===== config.mk =====
export PLATFORM = sky130hd
export DESIGN_NAME = sesb_top
export DESIGN_NICKNAME = d
export VERILOG_FILES = /design/src/sesb_pkg.sv /design/src/sesb_line_if.sv /design/src/sesb_line_sync.sv /design/src/sesb_top.sv
export SDC_FILE = /design/constraint.sdc
export NUM_CORES = 1
export LEC_CHECK = 0
export BUFFER_PORTS_ARGS = -buffer_cell sky130_fd_sc_hd__buf_2
export CORE_MARGIN = 4
export CORE_UTILIZATION = 62
export DETAILED_ROUTE_END_ITERATION = 8
export PLACE_DENSITY = 0.82
export SLEW_MARGIN = 20
export SYNTH_ARGS = -nofsm -noshare
export SYNTH_HDL_FRONTEND = slang
export SYNTH_SLANG_ARGS = --single-unit

===== constraint.sdc =====
create_clock -name core_clk -period 5.44 [get_ports core_clk]
set_clock_uncertainty 0.05 [all_clocks]
set_input_delay 0.544 -clock core_clk [delete_from_list [all_inputs] [get_ports core_clk]]
set_output_delay 0.544 -clock core_clk [all_outputs]
set_load 0.005 [all_outputs]

===== src/sesb_pkg.sv =====
// sesb_pkg: constants, timing counts and state type of the serial eeprom bus slave.
// assumes a 10 MHz core clock; the nonvolatile array sits outside the block.
package sesb_pkg;

	// ===========================================================
	// timing
	localparam int SESB_CLK_HZ        = 10_000_000;
	localparam int SESB_WRITE_TIME_MS = 10;
	// longest time, so the cycle count rounds down
	localparam int SESB_WRITE_CYCLES  = (SESB_WRITE_TIME_MS * SESB_CLK_HZ) / 1000;
	localparam int SESB_BUSY_CNT_W    = 17;

	// ===========================================================
	// select byte and address layout
	localparam logic [2:0]  SESB_CHIP_SEL    = 3'h0;
	localparam int          SESB_RW_BIT      = 0;
	localparam logic [2:0]  SESB_LAST_BIT    = 3'h7;
	localparam int          SESB_ADDR_W      = 15;
	localparam int          SESB_PAGE_W      = 6;
	localparam int          SESB_PAGE_BYTES  = 64;
	localparam logic [14:0] SESB_MASK_LARGE  = 15'h7fff;
	localparam logic [14:0] SESB_MASK_SMALL  = 15'h3fff;
	localparam logic [14:0] SESB_ADDR_RST    = 15'h0000;
	localparam logic [5:0]  SESB_PAGE_STEP   = 6'h01;
	localparam logic [14:0] SESB_ADDR_STEP   = 15'h0001;

	// ===========================================================
	// protocol states
	typedef enum logic [3:0] {
		S_IDLE, S_DEVSEL, S_DEV_ACK, S_ADDR_HI, S_HI_ACK, S_ADDR_LO, S_LO_ACK,
		S_WR_DATA, S_DATA_ACK, S_RD_DATA, S_RD_ACK, S_RD_NEXT, S_BUSY
	} sesb_state_e;

endpackage : sesb_pkg


===== src/sesb_line_if.sv =====
// sesb_line_if: synchronised bus line levels and events passed to the protocol engine.
// assumes both ends run on core_clk.
interface sesb_line_if;
	logic scl_rise;
	logic scl_fall;
	logic start;
	logic stop;
	logic sda;
	logic wp;

	modport src (output scl_rise, output scl_fall, output start, output stop,
		output sda, output wp);
	modport dst (input scl_rise, input scl_fall, input start, input stop,
		input sda, input wp);
endinterface : sesb_line_if


===== src/sesb_line_sync.sv =====
// sesb_line_sync: two-stage synchronisers and edge/condition detection for the bus pins.
// assumes the bus clock is far slower than core_clk, so one cycle per event suffices.
module sesb_line_sync
	import sesb_pkg::*;
(
	// clock and reset
	input  wire logic core_clk,
	input  wire logic rst,
	// pins
	input  wire logic scl_pin,
	input  wire logic sda_pin,
	input  wire logic wp_pin,
	// events to the engine
	sesb_line_if.src  ln
);

	// ===========================================================
	// synchronisers: index 0 scl, 1 sda, 2 write inhibit
	logic [2:0] meta;
	logic [2:0] sync;
	logic [1:0] prev;

	always_ff @(posedge core_clk or posedge rst) begin
		if (rst) begin
			meta <= 3'h3;
			sync <= 3'h3;
			prev <= 2'h3;
		end else begin
			meta <= {wp_pin, sda_pin, scl_pin};
			sync <= meta;
			prev <= sync[1:0];
		end
	end

	// ===========================================================
	// events, all from the second stage onward
	assign ln.scl_rise = sync[0] & ~prev[0];
	assign ln.scl_fall = ~sync[0] & prev[0];
	// data moving while the clock is high marks start or stop
	assign ln.start    = sync[0] & prev[0] & prev[1] & ~sync[1];
	assign ln.stop     = sync[0] & prev[0] & ~prev[1] & sync[1];
	assign ln.sda      = sync[1];
	assign ln.wp       = sync[2];

endmodule : sesb_line_sync


===== src/sesb_top.sv =====
// sesb_top: serial bus slave front end of a byte-wide eeprom with page latch and busy timer.
// assumes an external array with registered read (data within one cycle of the address)
// and a write strobe port; open-drain data pin resolved outside from sda_oe.
module sesb_top
	import sesb_pkg::*;
#(
	parameter int unsigned WRITE_TIME_CYCLES = SESB_WRITE_CYCLES,
	parameter bit          SMALL_VARIANT     = 1'b0,
	// type code value is arbitrary
	parameter logic [3:0]  DEV_TYPE_ID       = 4'h5
) (
	// clock and reset
	input  wire logic                   core_clk,
	input  wire logic                   rst,
	// serial bus
	input  wire logic                   scl_in,
	input  wire logic                   sda_in,
	output wire logic                   sda_out,
	output wire logic                   sda_oe,
	input  wire logic                   write_inhibit_pin,
	// array read port
	output wire logic [SESB_ADDR_W-1:0] mem_rd_addr,
	input  wire logic [7:0]             mem_rd_data,
	// array write port
	output logic                        mem_wr_en,
	output logic [SESB_ADDR_W-1:0]      mem_wr_addr,
	output logic [7:0]                  mem_wr_data,
	// status
	output wire logic                   busy
);

	// ===========================================================
	// line synchroniser
	sesb_line_if ln ();

	sesb_line_sync u_sync (
		.core_clk (core_clk),
		.rst      (rst),
		.scl_pin  (scl_in),
		.sda_pin  (sda_in),
		.wp_pin   (write_inhibit_pin),
		.ln       (ln)
	);

	// ===========================================================
	// state and datapath
	sesb_state_e                state;
	sesb_state_e                next_state;
	logic [7:0]                 shreg;
	logic [2:0]                 bit_cnt;
	logic                       rx_full;
	logic                       oe;
	logic                       next_oe;
	logic                       rd_mode;
	logic                       wp;
	logic                       data_acked;
	logic [SESB_ADDR_W-1:0]     addr;
	logic [SESB_PAGE_BYTES-1:0] page_mask;
	logic [7:0]                 page_buf [SESB_PAGE_BYTES];
	logic [SESB_BUSY_CNT_W-1:0] busy_cnt;

	function automatic logic is_rx(input sesb_state_e s);
		return (s == S_DEVSEL) || (s == S_ADDR_HI) || (s == S_ADDR_LO) || (s == S_WR_DATA);
	endfunction : is_rx

	function automatic logic is_ack(input sesb_state_e s);
		return (s == S_DEV_ACK) || (s == S_HI_ACK) || (s == S_LO_ACK) || (s == S_DATA_ACK);
	endfunction : is_ack

	// ===========================================================
	// decode
	wire        busy_st   = (state == S_BUSY);
	// the data input is dead while programming
	wire        start_ev  = ln.start & ~busy_st;
	wire        stop_ev   = ln.stop & ~busy_st;
	wire        quiet     = ~start_ev & ~stop_ev;
	wire        fall      = ln.scl_fall;
	wire        rx_bit    = is_rx(state) & ln.scl_rise & ~rx_full;
	wire        rx_done   = is_rx(state) & fall & rx_full;
	wire        ack_end   = is_ack(state) & fall;
	// seven select bits, type code over chip select
	wire        dev_match = (shreg[7:1] == {DEV_TYPE_ID, SESB_CHIP_SEL});
	wire        load_rd   = fall & (((state == S_DEV_ACK) & rd_mode) | (state == S_RD_NEXT));
	wire        rd_last   = (state == S_RD_DATA) & fall & (bit_cnt == SESB_LAST_BIT);
	wire        rd_shift  = (state == S_RD_DATA) & fall & (bit_cnt != SESB_LAST_BIT);
	wire        wp_window = (state == S_DEVSEL) | (state == S_DEV_ACK) | (state == S_ADDR_HI)
		| (state == S_HI_ACK) | (state == S_ADDR_LO) | (state == S_LO_ACK);
	wire        wr_byte   = (state == S_WR_DATA) & rx_done & ~wp & quiet;
	// a stop counts only in the slot straight after a given data acknowledge
	wire        commit_ok = (state == S_WR_DATA) & data_acked;
	wire [14:0] addr_mask = SMALL_VARIANT ? SESB_MASK_SMALL : SESB_MASK_LARGE;
	wire        commit_ph = busy_st & (busy_cnt < SESB_BUSY_CNT_W'(SESB_PAGE_BYTES));
	wire [5:0]  commit_ix = busy_cnt[SESB_PAGE_W-1:0];
	wire        busy_done = busy_st
		& (busy_cnt == SESB_BUSY_CNT_W'(WRITE_TIME_CYCLES - 1));

	assign sda_out     = 1'b0;
	assign sda_oe      = oe;
	assign mem_rd_addr = addr;
	assign busy        = busy_st;

	// ===========================================================
	// next state
	always_comb begin
		next_state = state;
		if (busy_st) begin
			if (busy_done) begin
				next_state = S_IDLE;
			end
		end else if (start_ev) begin
			next_state = S_DEVSEL;
		end else if (stop_ev) begin
			// nack then stop, or any stray stop, lands in standby
			next_state = commit_ok ? S_BUSY : S_IDLE;
		end else begin
			unique case (state)
				S_IDLE, S_BUSY: next_state = state;
				S_DEVSEL: if (rx_done) begin
					next_state = dev_match ? S_DEV_ACK : S_IDLE;
				end
				S_DEV_ACK: if (fall) begin
					next_state = rd_mode ? S_RD_DATA : S_ADDR_HI;
				end
				S_ADDR_HI: if (rx_done) begin
					next_state = S_HI_ACK;
				end
				S_HI_ACK: if (fall) begin
					next_state = S_ADDR_LO;
				end
				S_ADDR_LO: if (rx_done) begin
					next_state = S_LO_ACK;
				end
				S_LO_ACK: if (fall) begin
					next_state = S_WR_DATA;
				end
				S_WR_DATA: if (rx_done) begin
					next_state = S_DATA_ACK;
				end
				S_DATA_ACK: if (fall) begin
					next_state = S_WR_DATA;
				end
				S_RD_DATA: if (rd_last) begin
					next_state = S_RD_ACK;
				end
				S_RD_ACK: if (ln.scl_rise) begin
					// master nack ends the read, ack asks for the next byte
					next_state = ln.sda ? S_IDLE : S_RD_NEXT;
				end
				S_RD_NEXT: if (fall) begin
					next_state = S_RD_DATA;
				end
			endcase
		end
	end

	// ===========================================================
	// data pin drive: set only on scl fall, so setup to the next rise is a full low phase; start, stop and busy release it at once
	always_comb begin
		next_oe = oe;
		if (busy_st | start_ev | stop_ev) begin
			next_oe = 1'b0;
		end else if (rx_done) begin
			if (state == S_DEVSEL) begin
				next_oe = dev_match;
			end else if (state == S_WR_DATA) begin
				next_oe = ~wp;
			end else begin
				next_oe = 1'b1;
			end
		end else if (load_rd) begin
			next_oe = ~mem_rd_data[7];
		end else if (rd_shift) begin
			next_oe = ~shreg[6];
		end else if (ack_end | rd_last) begin
			next_oe = 1'b0;
		end
	end

	always_ff @(posedge core_clk or posedge rst) begin
		if (rst) begin
			state <= S_IDLE;
			oe    <= 1'b0;
		end else begin
			state <= next_state;
			oe    <= next_oe;
		end
	end

	// ===========================================================
	// shift register and bit counter
	always_ff @(posedge core_clk or posedge rst) begin
		if (rst) begin
			shreg <= 8'h00;
		end else if (rx_bit) begin
			shreg <= {shreg[6:0], ln.sda};
		end else if (load_rd) begin
			shreg <= mem_rd_data;
		end else if (rd_shift) begin
			shreg <= {shreg[6:0], 1'b0};
		end
	end

	always_ff @(posedge core_clk or posedge rst) begin
		if (rst) begin
			bit_cnt <= 3'h0;
			rx_full <= 1'b0;
		end else if (start_ev | stop_ev | rx_done | load_rd) begin
			bit_cnt <= 3'h0;
			rx_full <= 1'b0;
		end else if (rx_bit | rd_shift) begin
			bit_cnt <= bit_cnt + 3'h1;
			rx_full <= rx_bit & (bit_cnt == SESB_LAST_BIT);
		end
	end

	// ===========================================================
	// direction, inhibit capture and acknowledge slot tracking
	always_ff @(posedge core_clk or posedge rst) begin
		if (rst) begin
			rd_mode <= 1'b0;
		end else if ((state == S_DEVSEL) & rx_done) begin
			rd_mode <= shreg[SESB_RW_BIT];
		end
	end

	// inhibit seen at any point from start to the end of the low address acknowledge slot sticks
	always_ff @(posedge core_clk or posedge rst) begin
		if (rst) begin
			wp <= 1'b0;
		end else if (start_ev) begin
			wp <= ln.wp;
		end else if (wp_window) begin
			wp <= wp | ln.wp;
		end
	end

	// cleared on the first fall of the next byte; the clock rise before a stop leaves it set
	always_ff @(posedge core_clk or posedge rst) begin
		if (rst) begin
			data_acked <= 1'b0;
		end else if ((state == S_DATA_ACK) & fall & oe) begin
			data_acked <= 1'b1;
		end else if (start_ev | ((state == S_WR_DATA) & fall)) begin
			data_acked <= 1'b0;
		end
	end

	// ===========================================================
	// address counter
	always_ff @(posedge core_clk or posedge rst) begin
		if (rst) begin
			addr <= SESB_ADDR_RST;
		end else if ((state == S_ADDR_HI) & rx_done & quiet) begin
			addr[14:8] <= shreg[6:0] & addr_mask[14:8];
		end else if ((state == S_ADDR_LO) & rx_done & quiet) begin
			addr[7:0] <= shreg;
		end else if (wr_byte) begin
			addr[5:0] <= addr[5:0] + SESB_PAGE_STEP;
		end else if (rd_last & quiet) begin
			addr <= (addr + SESB_ADDR_STEP) & addr_mask;
		end
	end

	// ===========================================================
	// page latch and self-timed commit
	always_ff @(posedge core_clk) begin
		if (wr_byte) begin
			page_buf[addr[5:0]] <= shreg;
		end
	end

	always_ff @(posedge core_clk or posedge rst) begin
		if (rst) begin
			page_mask <= '0;
		end else if (start_ev) begin
			page_mask <= '0;
		end else if (wr_byte) begin
			page_mask[addr[5:0]] <= 1'b1;
		end
	end

	// first 64 busy cycles copy the latch out, the rest models the programming time
	always_ff @(posedge core_clk or posedge rst) begin
		if (rst) begin
			busy_cnt <= '0;
		end else if (busy_st & ~busy_done) begin
			busy_cnt <= busy_cnt + SESB_BUSY_CNT_W'(1);
		end else begin
			busy_cnt <= '0;
		end
	end

	always_ff @(posedge core_clk or posedge rst) begin
		if (rst) begin
			mem_wr_en   <= 1'b0;
			mem_wr_addr <= SESB_ADDR_RST;
			mem_wr_data <= 8'h00;
		end else begin
			mem_wr_en   <= commit_ph & page_mask[commit_ix];
			mem_wr_addr <= {addr[14:6], commit_ix};
			mem_wr_data <= page_buf[commit_ix];
		end
	end
endmodule : sesb_top


## Word level (Yosys, flattened, before mapping)

Memory sizes are Yosys's and may differ from the RTL's. A register that Yosys moved wholly into a read port is not among the register bits.
Index checks and enable logic that the tools add are counted.

- Register bits after elaboration: 140
- Bits in writable memories: 512
- Input port bits: 13
- Output and inout port bits: 42
- Logic and storage cells: 200
- Memories: 1

Memories:

| name | words | width | rd ports | clocked after Yosys merged registers in | wr ports | line | text |
|---|---|---|---|---|---|---|---|
| page_buf | 64 | 8 | 1 | 1 | 1 | sesb_top.sv:59 | `logic [7:0] page_buf [SESB_PAGE_BYTES];` |

- Add/subtract/negate cells: 4
- Order comparisons: 4
- Equal/unequal tests: 31
- Muxes and demuxes: 52
- Bitwise operators: 67
- Reduce and logical (&&, ||, !) cells: 23

Operators with widths:

| operator | count |
|---|---|
| two-way mux 64 bit | 2 |
| two-way mux 4 bit | 17 |
| bitwise OR 64 bit | 1 |
| != test 5 bit (second input constant) | 9 |
| one-hot mux 4 bit (10 select lines) | 1 |
| AND 1 bit | 38 |
| two-way mux 8 bit | 4 |
| equality test 4 bit (second input constant) | 5 |
| adder 17 x 1 -> 17 bit (second input constant) | 1 |
| equality test 17 bit (second input constant) | 1 |
| less-than comparator 17 x 7 -> 1 bit (second input constant) | 1 |
| two-way mux 1 bit | 17 |
| two-way mux 17 bit | 1 |
| equality test 4 x 3 -> 1 bit (second input constant) | 4 |
| adder 15 x 1 -> 15 bit (second input constant) | 1 |
| two-way mux 15 bit | 1 |
| bitwise OR 1 bit | 15 |
| less-than comparator 6 x 7 -> 1 bit (second input constant) | 2 |
| two-way mux 7 bit | 2 |
| inverter 1 bit | 13 |
| AND reduction 12 bit | 1 |
| nonzero test 2 bit | 6 |
| two-way mux 9 bit | 1 |
| equality test 4 x 2 -> 1 bit (second input constant) | 2 |
| other kinds (24) | 35 |

## Logic depth before layout (Yosys ltp)

- Word-level depth: 12
- Mapped depth: 9

## Cells and area by module

Synthesis repeated with hierarchy kept, for this count alone.

- Cell total of the unflattened synthesis: 1591
- Area total of the unflattened synthesis: 26674.3 sq um

Modules (own cells, without submodules):

| module | instances | cells each | area each (sq um) | sequential area each (sq um) |
|---|---|---|---|---|
| sesb_top | 1 | 1578 | 26430.3 | 18878.1 |
| sesb_line_sync | 1 | 13 | 244.0 | 207.7 |

## Least setup slack after synthesis

Ideal clock, no wire load.

- Kind: register to register
- Start point: reg state[3]
- End point: mem page_buf[43][0], enable pin
- Setup time: 374 ps
- Arrival time: 1843 ps
- Required time: 5016 ps
- Setup slack: 3174 ps
- Stages on the path, launching flop included: 7
- Period minus slack after synthesis: 2266 ps
- Path through: dfrtp_1 buf_2 nand2b_4 nor4_2 and2_1 nand2_1 nor2_1

- Cells in the longest elaborated chain, start to end: 11
- Elaborated cells on any way between the ends: 21
- Classes of those cells: eq/ne: 5; mux: 2; bitwise: 11; reduce/logical: 3

RTL lines:

| item | line | text |
|---|---|---|
| start: declaration | sesb_top.sv:47 | `sesb_state_e state;` |
| start signal: assignment | sesb_top.sv:184 | `state <= next_state;` |
| equality test 4 x 1 -> 1 bit / equality test 4 x 2 -> 1 bit (equally long branches) | sesb_top.sv:63 | `return (s == S_DEVSEL) \|\| (s == S_ADDR_HI) \|\| (s == S_ADDR_LO) \|\| (s == S_WR_DATA);` |
| logical OR 1 bit (3 in a row) | sesb_top.sv:63 |  |
| AND 1 bit (2 in a row) | sesb_top.sv:79 | `wire rx_done = is_rx(state) & fall & rx_full;` |
| AND 1 bit (2 in a row) | sesb_top.sv:88 | `wire wr_byte = (state == S_WR_DATA) & rx_done & ~wp & quiet;` |
| AND 1 bit * | sesb_top.sv:88 |  |
| two-way mux 1 bit * | sesb_top.sv:267 | `if (wr_byte) begin` |
| two-way mux 1 bit (implied by the code) * | sesb_top.sv:268 | `page_buf[addr[5:0]] <= shreg;` |
| end: declaration | sesb_top.sv:59 |  |

Every way passes the cells marked *; elsewhere a longest branch is shown, timed or not.

## Worst setup path after layout

- Start point: reg state[3]
- End point: mem page_buf[14][2], enable pin

Same word-level chain as after synthesis.

==> PnR_summary.wiki <==
{| class="wikitable"
! Metric !! Value
|-
| Final critical path time including I/O delays and setup || 3360 ps
|-
| Pin count of the biggest net entering global routing || 130
|-
| CP Data Arrival Time || 3530 ps
|-
| TritonCTS clock tree || done
|-
| Clock latency reported for the late side of the worst-skew pair || ~600 ps
|-
| Crit Path Class || reg2reg
|-
| Area inside the core boundary || 41,900 um2
|-
| Share of flip-flops with an asynchronous set or reset || between 20 and 25%
|-
| Min-Delay Endpoint || shreg[6]
|-
| Slowest stage delay, CP || 800 ps
|-
| Detail-routed net length per standard cell || 28.6 um
|-
| First-pass iteration count of the detailed router || 5
|-
| CTS sink count || 660
|-
| Post-DP HPWL || 34,000 um
|-
| Upper clock frequency limit || 298 MHz
|-
| Sequential share of the synthesized area || between 70% and 80%
|-
| Hold Path Class || in2reg
|-
| Leakage power figure || 9.72 nW
|-
| Count of unique library cells instantiated by Yosys || 73
|-
| Data required time of the worst path || 5610 ps
|-
| Row count || 75
|-
| Nets@finish || ~1.5k
|-
| Number of global-route vias before repair || 14.2k
|-
| Per-instance average area after synthesis || approximately 18 um2
|-
| Prevailing post-synth register cell || sky130_fd_sc_hd__edfxtp_1
|-
| R2r worst-path depth || 5
|-
| Combined buffer and inverter count along the critical path || 0
|-
| Capture instance of the worst register-to-register path || page_buf[14][2]
|-
| Internal reg-to-reg setup slack || 2080 ps
|-
| H-tree Lvls || 2
|-
| CTS root buf || sky130_fd_sc_hd__clkbuf_16
|-
| Deepest clock path buffer count || 3
|-
| Final hold slack || approximately 100 ps
|-
| Cts repair resizes || 0
|-
| Total placed cells including tap cells || 1,972
|-
| Syn-to-layout area delta || 10.5%
|-
| # IOs || 55
|-
| Crit path max-delay family || simple AND/OR/NAND/NOR gates
|-
| Worst Max-Slew Pin Slew || 1050 ps
|-
| Final core occ || between 60% and 70%
|-
| Filler Cells Inserted || 2,479
|-
| Crit end category || register
|-
| Clk slew on worst S/H paths || 60 ps
|-
| First-pass GRT wire length || 90,600 um
|-
| Postcts setup bufs || 0
|-
| Slowest stage cell on the critical path || sky130_fd_sc_hd__nor2_1
|-
| Number of max-capacitance violations reported || 0
|-
| Antenna Cells || 0
|-
| Buffers on Ports || 53
|-
| Crit share post-route || 61.8%
|-
| Number of buffers created by CTS || 61
|-
| Post-detailed-route DRC marker count || 0
|-
| Number of DRC markers in iteration 0 || 1,779
|-
| Number of vias after detailed routing || 14.1k
|-
| Hold path startpoint || mem_rd_data[6]
|-
| Final cell count without fillers || 2,088
|-
| Final count of hold timing violations || 0
|-
| Global placement routability congestion || 0.885
|-
| Global router's overall resource usage || between 20% and 30%
|-
| Total power after layout || 11.8 mW
|-
| Max Fanout on Critical Path || 23
|-
| Worst-case vdd ir drop || about 0.00042 V
|-
| Die Span X || about 210 um
|-
| Worst-path cell chain || nand2b_4 > nor4_2 > and2_1 > nand2_1 > nor2_1
|-
| Fraction of layout cells with a size suffix above 1 || between 20% and 30%
|-
| Gr ovfl total || 0
|-
| Average via count per standard cell || between 6 and 7
|-
| Post-Syn Area || roughly 26,000 um2
|-
| Max-slew headroom at the worst pin || 29.8%
|-
| Final Routed Wirelength || 59,700 um
|-
| Count of flip-flops with a built-in enable after synthesis || 512
|-
| Cells after synthesis || 1,446
|-
| Worst hold path stage count || 3
|-
| Setup repair after global routing missed its margin || false
|-
| Result of the run || complete, no violations
|-
| Net Count, Synth || ~1.5k
|-
| Number of nets with antenna violations after detailed routing || 0
|-
| YS warnings || 0
|-
| CP Launch Type || register
|-
| Power per cell area || 409 nW/um2
|-
| Sum of negative setup slack || 0 ps
|-
| Max Slew Vio Count || 0
|-
| Die height || about 210 um
|-
| Antenna violations before repair || 0
|-
| Setup-failing EPs final || 0
|-
| Worst reg2reg startpoint || state[3]
|-
| FF+latch count, synth || between 600 and 700
|-
| Total Die Area || 45,600 um2
|-
| CTS Hold Bufs || 3
|-
| Starting density of the core || 62.6%
|}
==> stage by stage <==
step                instance area (um2)  setup WS [ps]
detailed placement                26800           2140
floorplan                         26200            876
CTS                               29000           2140
finish                            29000           2080
global placement                  26800           2220
global route                      29000           1930
==> worst reg2reg max path, stage by stage (launching register included) <==
cell and delay, ps:
sky130_fd_sc_hd__dfrtp_1 630, sky130_fd_sc_hd__nand2b_4 300, sky130_fd_sc_hd__nor4_2 450, sky130_fd_sc_hd__and2_1 450
sky130_fd_sc_hd__nand2_1 300, sky130_fd_sc_hd__nor2_1 800
==> layer usage <==
metal	GRT usage [%]	wire length (um)	up-vias	part of all wire, %
met1	37.0	21900	7231	37
met3	5.34	5270	158	8.8
met5	0	0	-	0
met4	10.1	2510	0	4.2
met2	44.2	30000	849	50
li1	-	-	5886	-
==> sequential cells by signal, summed over array words and instances (netlist names), 2 cells and up <==
name / flops
busy_cnt: 17
mem_wr_data: 8
u_sync.prev: 2
state: 4
u_sync.meta: 3
bit_cnt: 3
u_sync.sync: 3
mem_wr_addr: 15
mem_rd_addr: 15
shreg: 8
page_buf: 512
page_mask: 64
==> kinds of logic after synthesis <==
kind of cell	synth area share [%]
flip-flops	72.8
AND/OR/NAND/NOR	5.72
AO/OA/AOI/OAI	5.34
multiplexers	13.1
buffers and inverters	1.98
XOR/XNOR	0.869
adder cells (fa/ha/maj)	0.191
other	0.0143
==> cell usage after synthesis (all sizes together), types with 8 or more instances <==
master  number  area share (%)
a21oi       20            0.38
o21ai       34            0.69
buf         55             1.5
xnor2       14            0.47
inv          8            0.11
nor4        12            0.31
xor2        12            0.40
clkbuf      26            0.41
mux2i       13            0.50
or4         10            0.29
or3          8            0.21
nor2       117             1.7
edfxtp     512              59
mux4       144              12
nand3       15            0.37
o21a        64             1.8
nor3        12            0.23
o22ai       64             1.5
dfrtp      142              14
nand3b       8            0.23
nand2       64            0.92
nand4        9            0.30
==> how the worst max path moves through the flow <==
| stage | slack [ps] | start | end | depth (start not counted) |
|---|---|---|---|---|
| finish | 2080 | state[3] | page_buf[14][2] | 5 |
| floorplan | 880 | rst | bit_cnt[0] | 1 |
| detailed placement | 2140 | state[3] | page_buf[13][3] | 5 |
| global route | 1930 | state[3] | page_buf[8][3] | 5 |
| global placement | 2220 | state[3] | page_buf[13][5] | 5 |
| CTS | 2140 | state[3] | page_buf[15][6] | 5 |
==> final cells by class <==
type / count / area (um2) / area share [%]
clock buffers: 77 / 1630 / 5.62
clock inverters: 36 / 472 / 1.63
inverters: 8 / 35.0 / 0.121
multi-input cells: 697 / 6610 / 22.8
flip-flops and latches: 660 / 19100 / 66.0
well taps: 539 / 674 / 2.33
repair buffers: 71 / 433 / 1.49
==> cell usage in the layout, fill, tap and decap left out, drive strengths merged, types with 15 or more instances in the layout <==
cell and count:
nor2 117, clkbuf 77, o22ai 64, mux4 144, nand2 64, edfxtp 512, buf 68, nand3 15
o21a 64, clkinv 20, dfrtp 142, a21oi 20, o21ai 34
==> report_power, final <==
| part | leakage [nW] | switching [mW] | internal, mW | total, mW |
|---|---|---|---|---|
| clock | 1.02 | 1.81 | 2.64 | 4.45 |
| combinational | 2.12 | 0.835 | 0.280 | 1.12 |
| sequential | 6.59 | 0.207 | 6.07 | 6.28 |
| total | 9.72 | 2.85 | 8.99 | 11.8 |
No activity file was read; power rests on OpenSTA's default activity.
